==> src/rtl/adc_ctrl_pkg.sv <==
// constants and carriers of the converter mode and result control
// assumes one 10 MHz clock and a word-indexed Avalon-MM slave
package adc_ctrl_pkg;
	localparam int CLK_PERIOD_NS = 100;
	// word index on ADDRESS[3:2]
	localparam logic [1:0] OFS_CTRL = 2'h0;
	localparam logic [1:0] OFS_STATUS = 2'h1;
	localparam logic [1:0] OFS_RESULT = 2'h2;
	// resolution codes in mode bits 1:0
	localparam logic [1:0] RES_10 = 2'h0;
	localparam logic [1:0] RES_12 = 2'h1;
	localparam logic [1:0] RES_8 = 2'h2;
	localparam logic [1:0] RES_NONE = 2'h3;
	localparam int MODE_STAY_ON_BIT = 2;
	localparam int MODE_CAL_SKIP_BIT = 3;
	// control word fields
	localparam int CTRL_START_BIT = 4;
	localparam int CTRL_TEMP_BIT = 5;
	localparam int CTRL_PDN_BIT = 6;
	localparam int CTRL_DRIVE_BIT = 7;
	localparam logic [7:0] CTRL_RESET = 8'h00;
	// status word fields
	localparam int ST_BUSY_BIT = 0;
	localparam int ST_CAL_BIT = 1;
	localparam int ST_DONE_BIT = 2;
	localparam int ST_SAT_BIT = 3;
	localparam int ST_PWR_BIT = 4;
	localparam int ST_CMP_BIT = 5;
	// conversion timing
	localparam logic [3:0] CAL_CYCLES = 4'h2;
	localparam int SAMPLE_TIME_NS = 200;
	localparam int SAMPLE_CYC = (SAMPLE_TIME_NS + CLK_PERIOD_NS - 1) / CLK_PERIOD_NS;
	localparam logic [3:0] SAMPLE_CYCLES = 4'(SAMPLE_CYC < 1 ? 1 : SAMPLE_CYC);
	localparam logic [3:0] BITS_8 = 4'h8;
	localparam logic [3:0] BITS_10 = 4'hA;
	localparam logic [3:0] BITS_12 = 4'hC;
	localparam logic [11:0] FULL_SCALE = 12'hFFF;

	typedef enum logic [1:0] {ST_IDLE, ST_SAMPLE, ST_CONVERT, ST_CALIB} conv_state_e;

	typedef struct packed {
		logic drive;
		logic pdn;
		logic temp;
		logic [3:0] mode;
	} ctrl_s;

	typedef struct packed {
		logic rd;
		logic wr;
		logic [1:0] word;
		logic [31:0] wdata;
	} bus_req_s;
endpackage

==> src/rtl/adc_mode_result_control.sv <==
// converter mode, sequencing and result control behind an Avalon-MM slave
// assumes analog-side inputs are asynchronous and a master that holds
// each request until it sees WAITREQUEST low
//
// Added by the designer: the Avalon-MM interface to the registers and the address map.
`timescale 1ns/1ps
`default_nettype none

module adc_mode_result_control
	import adc_ctrl_pkg::*;
(
	input wire logic MCLK,
	input wire logic NRST,
	input wire logic [3:0] ADDRESS,
	input wire logic READ,
	input wire logic WRITE,
	input wire logic [31:0] WRITEDATA,
	output logic [31:0] READDATA,
	output logic WAITREQUEST,
	input wire logic [11:0] RAW_CODE,
	input wire logic OVER_RANGE,
	input wire logic EXTEST,
	output logic BUSY,
	output logic CALIBRATING,
	output logic DATA_VALID,
	output logic [11:0] RESULT,
	output logic CONVERTER_POWER,
	output logic COMPARATOR_ENABLE,
	output logic SAMPLE_HOLD,
	output logic TEMP_CURRENT_SEL,
	output logic GATE_DRIVE_OUT,
	output logic GATE_DRIVE_OE,
	output logic GATE_SINK_EN
);

	// place a conversion code on the result bus by resolution
	function automatic logic [11:0] place_code(input logic [11:0] c, input logic [1:0] r);
		case (r)
			RES_8: place_code = {c[11:4], 4'h0};
			RES_10: place_code = {c[11:2], 2'h0};
			default: place_code = c;
		endcase
	endfunction

	function automatic logic [3:0] conv_bits(input logic [1:0] r);
		case (r)
			RES_8: conv_bits = BITS_8;
			RES_12: conv_bits = BITS_12;
			default: conv_bits = BITS_10;
		endcase
	endfunction

	// two-flop synchronisers for analog-side inputs
	logic [13:0] meta_q;
	logic [13:0] sync_q;
	always_ff @(posedge MCLK) begin
		if (!NRST) begin
			meta_q <= 14'h0000;
			sync_q <= 14'h0000;
		end else begin
			meta_q <= {EXTEST, OVER_RANGE, RAW_CODE};
			sync_q <= meta_q;
		end
	end
	logic [11:0] code_s;
	logic over_s;
	logic ext_s;
	assign code_s = sync_q[11:0];
	assign over_s = sync_q[12];
	assign ext_s = sync_q[13];

	bus_req_s req;
	assign req = '{rd: READ, wr: WRITE, word: ADDRESS[3:2], wdata: WRITEDATA};

	conv_state_e state_q, state_d;
	ctrl_s ctrl_q, ctrl_d;
	logic [3:0] mode_q, mode_d;
	logic [3:0] cnt_q, cnt_d;
	logic temp_run_q, temp_run_d;
	logic done_q, done_d;
	logic sat_q, sat_d;
	logic [31:0] rdata_q, rdata_d;
	logic wait_q, wait_d;
	logic busy_q, busy_d;
	logic cal_q, cal_d;
	logic valid_q, valid_d;
	logic [11:0] result_q, result_d;
	logic pwr_q, pwr_d;
	logic cmp_q, cmp_d;
	logic hold_q, hold_d;
	logic tsel_q, tsel_d;
	logic gout_q, gout_d;
	logic goe_q, goe_d;
	logic gsink_q, gsink_d;

	logic acc;
	logic start_req;
	logic temp_rise;
	logic [11:0] conv_val;

	always_comb begin
		acc = (req.rd || req.wr) && !wait_q;
		ctrl_d = ctrl_q;
		done_d = done_q;
		wait_d = !((req.rd || req.wr) && wait_q);
		rdata_d = rdata_q;
		start_req = 1'b0;
		if (acc && req.wr && req.word == OFS_CTRL) begin
			// start is a strobe and is not kept in the control word
			ctrl_d.mode = req.wdata[3:0];
			ctrl_d.temp = req.wdata[CTRL_TEMP_BIT];
			ctrl_d.pdn = req.wdata[CTRL_PDN_BIT];
			ctrl_d.drive = req.wdata[CTRL_DRIVE_BIT];
			start_req = req.wdata[CTRL_START_BIT];
		end
		if (acc && req.wr && req.word == OFS_STATUS && req.wdata[ST_DONE_BIT]) begin
			done_d = 1'b0;
		end
		if ((req.rd || req.wr) && wait_q) begin
			case (req.word)
				OFS_CTRL: rdata_d = {24'h000000, ctrl_q.drive, ctrl_q.pdn, ctrl_q.temp, 1'b0,
					ctrl_q.mode};
				OFS_STATUS: rdata_d = {26'h0000000, cmp_q, pwr_q, sat_q, done_q, cal_q, busy_q};
				OFS_RESULT: rdata_d = {20'h00000, result_q};
				default: rdata_d = 32'h00000000;
			endcase
		end
		temp_rise = ctrl_d.temp && !ctrl_q.temp;
		state_d = state_q;
		mode_d = mode_q;
		cnt_d = cnt_q;
		temp_run_d = temp_run_q;
		sat_d = sat_q;
		result_d = result_q;
		valid_d = 1'b0;
		pwr_d = pwr_q;
		conv_val = over_s ? FULL_SCALE : code_s;
		case (state_q)
			ST_IDLE: begin
				if ((start_req || temp_rise) && ctrl_d.mode[1:0] != RES_NONE) begin
					state_d = ST_SAMPLE;
					mode_d = ctrl_d.mode;
					cnt_d = SAMPLE_CYCLES - 4'h1;
					temp_run_d = temp_rise;
					pwr_d = 1'b1;
				end
			end
			ST_SAMPLE: begin
				cnt_d = cnt_q - 4'h1;
				if (cnt_q == 4'h0) begin
					state_d = ST_CONVERT;
					cnt_d = conv_bits(mode_q[1:0]) - 4'h1;
				end
			end
			ST_CONVERT: begin
				cnt_d = cnt_q - 4'h1;
				if (cnt_q == 4'h0) begin
					result_d = place_code(conv_val, mode_q[1:0]);
					sat_d = over_s;
					if (!mode_q[MODE_CAL_SKIP_BIT]) begin
						state_d = ST_CALIB;
						cnt_d = CAL_CYCLES - 4'h1;
					end else begin
						state_d = ST_IDLE;
					end
				end
			end
			ST_CALIB: begin
				cnt_d = cnt_q - 4'h1;
				if (cnt_q == 4'h0) begin
					state_d = ST_IDLE;
				end
			end
			default: state_d = ST_IDLE;
		endcase
		if (state_q != ST_IDLE && state_d == ST_IDLE) begin
			valid_d = 1'b1;
			done_d = 1'b1;
			temp_run_d = 1'b0;
			pwr_d = mode_q[MODE_STAY_ON_BIT];
		end
		busy_d = state_d != ST_IDLE;
		cal_d = state_d == ST_CALIB;
		hold_d = state_d == ST_SAMPLE;
		tsel_d = temp_run_d && state_d != ST_IDLE;
		cmp_d = pwr_d && !ctrl_d.pdn;
		gout_d = ctrl_d.drive;
		goe_d = !ext_s;
		gsink_d = ext_s;
	end

	always_ff @(posedge MCLK) begin
		if (!NRST) begin
			state_q <= ST_IDLE;
			ctrl_q.mode <= CTRL_RESET[3:0];
			ctrl_q.temp <= CTRL_RESET[CTRL_TEMP_BIT];
			ctrl_q.pdn <= CTRL_RESET[CTRL_PDN_BIT];
			ctrl_q.drive <= CTRL_RESET[CTRL_DRIVE_BIT];
			mode_q <= 4'h0;
			cnt_q <= 4'h0;
			temp_run_q <= 1'b0;
			done_q <= 1'b0;
			sat_q <= 1'b0;
			rdata_q <= 32'h00000000;
			wait_q <= 1'b1;
			busy_q <= 1'b0;
			cal_q <= 1'b0;
			valid_q <= 1'b0;
			result_q <= 12'h000;
			pwr_q <= 1'b0;
			cmp_q <= 1'b0;
			hold_q <= 1'b0;
			tsel_q <= 1'b0;
			gout_q <= 1'b0;
			goe_q <= 1'b1;
			gsink_q <= 1'b0;
		end else begin
			state_q <= state_d;
			ctrl_q <= ctrl_d;
			mode_q <= mode_d;
			cnt_q <= cnt_d;
			temp_run_q <= temp_run_d;
			done_q <= done_d;
			sat_q <= sat_d;
			rdata_q <= rdata_d;
			wait_q <= wait_d;
			busy_q <= busy_d;
			cal_q <= cal_d;
			valid_q <= valid_d;
			result_q <= result_d;
			pwr_q <= pwr_d;
			cmp_q <= cmp_d;
			hold_q <= hold_d;
			tsel_q <= tsel_d;
			gout_q <= gout_d;
			goe_q <= goe_d;
			gsink_q <= gsink_d;
		end
	end

	assign READDATA = rdata_q;
	assign WAITREQUEST = wait_q;
	assign BUSY = busy_q;
	assign CALIBRATING = cal_q;
	assign DATA_VALID = valid_q;
	assign RESULT = result_q;
	assign CONVERTER_POWER = pwr_q;
	assign COMPARATOR_ENABLE = cmp_q;
	assign SAMPLE_HOLD = hold_q;
	assign TEMP_CURRENT_SEL = tsel_q;
	assign GATE_DRIVE_OUT = gout_q;
	assign GATE_DRIVE_OE = goe_q;
	assign GATE_SINK_EN = gsink_q;
endmodule // adc_mode_result_control

`default_nettype wire

==> config.mk <==
export PLATFORM = sky130hd
export DESIGN_NAME = adc_mode_result_control
export DESIGN_NICKNAME = d
export VERILOG_FILES = /design/src/rtl/adc_ctrl_pkg.sv /design/src/rtl/adc_mode_result_control.sv
export SDC_FILE = /design/constraint.sdc
export NUM_CORES = 1
export LEC_CHECK = 0
export ABC_CLOCK_PERIOD_IN_PS = 4700
export BUFFER_PORTS_ARGS = -buffer_cell sky130_fd_sc_hd__buf_2
export CORE_MARGIN = 3
export CORE_UTILIZATION = 50
export DETAILED_ROUTE_END_ITERATION = 16
export PLACE_DENSITY = 0.86
export SETUP_SLACK_MARGIN = 0.2
export SLEW_MARGIN = 20
export SYNTH_ARGS = -nofsm -noshare
export SYNTH_HDL_FRONTEND = slang
export SYNTH_SLANG_ARGS = --single-unit
==> constraint.sdc <==
create_clock -name MCLK -period 4.7 [get_ports MCLK]
set_input_delay 0 -clock MCLK [delete_from_list [all_inputs] [get_ports MCLK]]
set_output_delay 0 -clock MCLK [all_outputs]
set_load 0.03 [all_outputs]
* After elaboration in Yosys (flattened, before gate mapping)
Index checks and enable logic that the tools add are counted.
** Word-level totals
- Register bits after elaboration :: 102
- Bits in latches :: 0
- Bits in writable memories :: 0
- Bits in read-only memories :: 0
- Input bits :: 54
- Output and inout bits :: 55
- Word-level logic and storage cells :: 93
- Memories kept :: 0
** Cells by class
- Add/subtract/negate cells :: 2
- $mul :: 0
- Divide/modulo/power cells :: 0
- Order comparisons :: 0
- Equal/unequal tests :: 11
- Shift-type cells :: 0
- Mux-type cells :: 28
- Bitwise operators :: 0
- Reduce and logical (&&, ||, !) cells :: 28
** Operator list (count)
- 12-bit case mux with 3 select lines :: 1
- 4-bit two-way mux :: 6
- 4-bit case mux with 4 select lines :: 1
- 12-bit two-way mux :: 1
- 1-bit logical AND :: 11
- 2-bit equality test (second input constant) :: 5
- 1-bit two-way mux :: 10
- 2-bit two-way mux :: 5
- 2-bit by 1-bit equality test with 1-bit output (second input constant) :: 4
- 2-bit logical NOT :: 4
- 2-bit case mux with 4 select lines :: 1
- 4-bit case mux with 2 select lines :: 1
- 4-bit by 1-bit subtractor with 4-bit output (second input constant) :: 2
- 7-bit two-way mux :: 1
- 3-bit case mux with 2 select lines :: 1
- 2-bit nonzero test :: 3
- 1-bit logical NOT :: 5
- 4-bit logical NOT :: 1
- 2-bit != test (second input constant) :: 2
- 2-bit AND reduction :: 2
- 1-bit logical OR :: 2

* Depth between registers and ports, before layout
- Depth after elaboration :: 14
- Mapped depth :: 8
- Gate-level depth less buffers :: 6

* Worst setup path after synthesis
Ideal clock, no wire load.
- Path kind :: register -> register
- Start :: register cnt_q[0]
- End :: register result_q[10] (netlist: RESULT[10])
- Library setup time :: 0.132 ns
- Arrival :: 1.685 ns
- Required time :: 4.568 ns
- Setup slack :: 2.883 ns
- Stages on the path, launching flop included :: 9
- Period minus slack after synthesis :: 1.817 ns
- Path through :: dfxtp_1 inv_1 ha_1 or3b_4 or3_1 buf_2 buf_6 nor3_2 nor3_1
** On the way
- Cells in the longest elaborated chain, start to end :: 2
** RTL lines
- from (decl) :: RTL line adc_mode_result_control.sv:78 : logic [3:0] cnt_q, cnt_d;
- from (signal assigned) :: RTL line adc_mode_result_control.sv:221 : cnt_q <= cnt_d;
- 4-bit logical NOT :: RTL line adc_mode_result_control.sv:157 : if (cnt_q == 4'h0) begin
- 2-bit AND reduction (no source line)
- to (signal assigned) :: RTL line adc_mode_result_control.sv:230 : result_q <= result_d;
- to (decl) :: RTL line adc_mode_result_control.sv:87 : logic [11:0] result_q, result_d;
Every way passes these cells.
A chain may end at the register's enable or synchronous reset.

* Final worst setup path
- Start :: register cnt_q[0]
- End :: register result_q[3] (netlist: RESULT[3])
The elaborated chain is that of the path after synthesis.

==> metrics.txt <==
CTS resizes 0; Crit Path Max Fanout 15; total of buffers placed on input and output ports 62; number of synthesized flops with an enable pin 0; Period minus WS final 2.313 ns; crit-path cells inv_1 > ha_1 > or3b_4 > or3_1 > o21ai_0 > nor3_1; final number of setup-violating endpoints 0; type of element capturing the critical path register; kind of critical path reg2reg; total gr overflow 0; clk sinks 82; nature of the critical path startpoint register; top library cells by usage in the layout, fill and taps aside sky130_fd_sc_hd__dfxtp_1 (82), sky130_fd_sc_hd__buf_2 (62), sky130_fd_sc_hd__nor2_1 (37); cell family with the largest share of critical-path delay simple AND/OR/NAND/NOR gates; wire length of the first global-routing pass 11.46 mm; HPWL after DPL 4.630 mm; sum of negative setup slack 0 ns; Synth warnings 0; number of synthesized register bits 82; Layout Area Growth over Synthesis 20.71%; PD cells 368.3 nW/um^2; TritonCTS clock tree done; number of max-cap violations 0; Hold Path Class in2reg; Syn Area/Cell 9.468 sq um; count of inserted antenna diode cells 0; most common flop cell mapped by yosys sky130_fd_sc_hd__dfxtp_1; utilization after layout 0.6449; cell leakage power 0.001660 uW; setup repair after global routing missed its margin no; Syn Std Cell Area 3257 sq um; overall die area 7518 sq um; share of the yosys chip area belonging to registers 0.5040; Max Clock Freq 432.3 MHz; largest clock skew in the final design 0.01073 ns; count of mapped cells out of synthesis 344; worst relative slew slack 0.4721; number of buffer and inverter instances along the worst setup path 1; routed wirelength normalized by instance count 14.06 microns; post-detailed-route count of antenna-violating nets 0; worst vdd rail ir drop 304.8 uV; detailed router's first-iteration violation count 134; Starting Density 0.5343; clock latency on the worst-skew pair 0.35 ns; Hold Violations, Final 0; area of the core 6096 sq um; data required time of the critical path 4.92 ns; vias post-DR 2548; share of final-layout standard cells stronger than drive strength 1 0.2199; antenna violations before repair 0; Clock H-tree levels 3; maximum number of pins on one net before global-route repair 39; Slew @ Worst Pin 0.7875 ns; Die Span Y 86.71 microns; most common cell after layout, fill and taps aside sky130_fd_sc_hd__dfxtp_1; cell count after placement 461; I/O Pins 109; total global-route track usage 0.1976; final cell count without fillers 498; # Post-CTS Setup Buffers 0; proportion of register bits with asynchronous set or reset after synthesis 0; Slowest cell on crit path sky130_fd_sc_hd__or3_1; buffer cell driving the clock tree root sky130_fd_sc_hd__clkbuf_8; post-synth cell types 42; Die Width 86.71 microns; Row Count 28; Reg clk slew, reported paths 0.09 ns; total count of max-transition violations in the final report 0; number of nets in the layout 477; final period utilization 0.4921; detail-routed via count per cell 5.116; number of global-route vias before repair 2407; number of clock buffers inserted by TritonCTS 9; detailed-route wire length 7.004 mm; CTS max path bufs 2; detailed-router iteration count before antenna repair 5; placer's final routability congestion estimate 0.8454; run status completed; CTS hold repair buffers 21; drc violations 0; data arrival time of the worst path 2.54 ns; CP peak stage delay 0.63 ns
[worst paths after layout]
| check | startpoint | slack [ns] | endpoint | cells after the start |
|---|---|---|---|---|
| max | cnt_q[0] | 2.39 | RESULT[3] | 6 |
| max reg2reg | cnt_q[0] | 2.39 | RESULT[3] | 6 |
| min | WRITE | 0.04 | done_q | 4 |
| min reg2reg | meta_q[6] | 0.43 | sync_q[6] | 1 |
[logic make-up after synthesis]
kind of cell | after synthesis | synth area share
buffers and inverters | 51 | 0.09028
AND/OR/NAND/NOR | 137 | 0.2290
other | 1 | 0.001151
adder cells (fa/ha/maj) | 5 | 0.01921
flip-flops | 82 | 0.5040
multiplexers | 14 | 0.04303
AO/OA/AOI/OAI | 54 | 0.1133
[registers in the layout (all words and copies together), names as in the netlist]
signal and cells:
BUSY 1, CALIBRATING 1, COMPARATOR_ENABLE 1, CONVERTER_POWER 1, DATA_VALID 1, GATE_DRIVE_OE 1
GATE_DRIVE_OUT 1, GATE_SINK_EN 1, READDATA 12, RESULT 12, SAMPLE_HOLD 1, TEMP_CURRENT_SEL 1
WAITREQUEST 1, cnt_q 4, ctrl_q 6, done_q 1, meta_q 14, mode_q 4
sat_q 1, state_q 2, sync_q 14, temp_run_q 1
[synth_stat cells, types with 3 or more instances]
library cell	n	share of area
sky130_fd_sc_hd__dfxtp_1	82	0.50
sky130_fd_sc_hd__nor2_1	37	0.043
sky130_fd_sc_hd__and2_1	30	0.058
sky130_fd_sc_hd__nor3_1	24	0.037
sky130_fd_sc_hd__buf_4	22	0.051
sky130_fd_sc_hd__a21oi_1	16	0.025
sky130_fd_sc_hd__clkbuf_1	14	0.016
sky130_fd_sc_hd__mux2i_1	14	0.043
sky130_fd_sc_hd__nand2_1	14	0.016
sky130_fd_sc_hd__nor3_2	10	0.031
sky130_fd_sc_hd__nand3_1	9	0.014
sky130_fd_sc_hd__o21ai_0	8	0.012
sky130_fd_sc_hd__a211oi_1	7	0.016
sky130_fd_sc_hd__inv_1	7	0.0081
sky130_fd_sc_hd__ha_1	5	0.019
sky130_fd_sc_hd__o31ai_1	5	0.012
sky130_fd_sc_hd__buf_2	4	0.0061
sky130_fd_sc_hd__nor2b_1	4	0.0077
sky130_fd_sc_hd__a22oi_1	3	0.0069
[routing by layer]
metal | global-route usage | routed length [microns]
met1 | 0.2280 | 2841
met2 | 0.3373 | 3546
met3 | 0.05608 | 526
met4 | 0.09207 | 89
met5 | 0 | 0
[worst min-delay path, cell delays in order]
cell                       delay [ns]
sky130_fd_sc_hd__buf_2           0.12
sky130_fd_sc_hd__nand4b_1        0.08
sky130_fd_sc_hd__a21oi_1         0.07
sky130_fd_sc_hd__nor2_1          0.09
[area by class of cell]
class	count	area, sq um
clock buffers	11	141.4
clock inverters	5	85.08
fillers	503	2165
inverters	9	33.78
multi-input cells	230	1393
flip-flops and latches	82	1642
well taps	75	93.84
repair buffers	86	543.0
[per-stage QoR]
| step | power (uW) | cell area [sq um] | setup slack [ns] | hold slack [ns] |
|---|---|---|---|---|
| floorplan | 855.8 | 3328 | 2.883 | 0.1273 |
| global placement | 874.7 | 3495 | 2.496 | 0.2057 |
| detailed placement | 878.3 | 3495 | 2.439 | 0.2081 |
| CTS | 1448 | 3931 | 2.390 | 0.03169 |
| global route | 1503 | 3931 | 2.232 | 0.03497 |
| finish | 1448 | 3931 | 2.387 | 0.04137 |
[power by group]
| part | internal (uW) | switching [uW] | leakage, uW | total [uW] |
|---|---|---|---|---|
| clock network | 317 | 254 | 0.000110 | 571 |
| logic | 50.9 | 96.4 | 0.000881 | 147 |
| registers | 717 | 12.8 | 0.000669 | 730 |
Note: power is estimated with default switching activity, not from simulation.
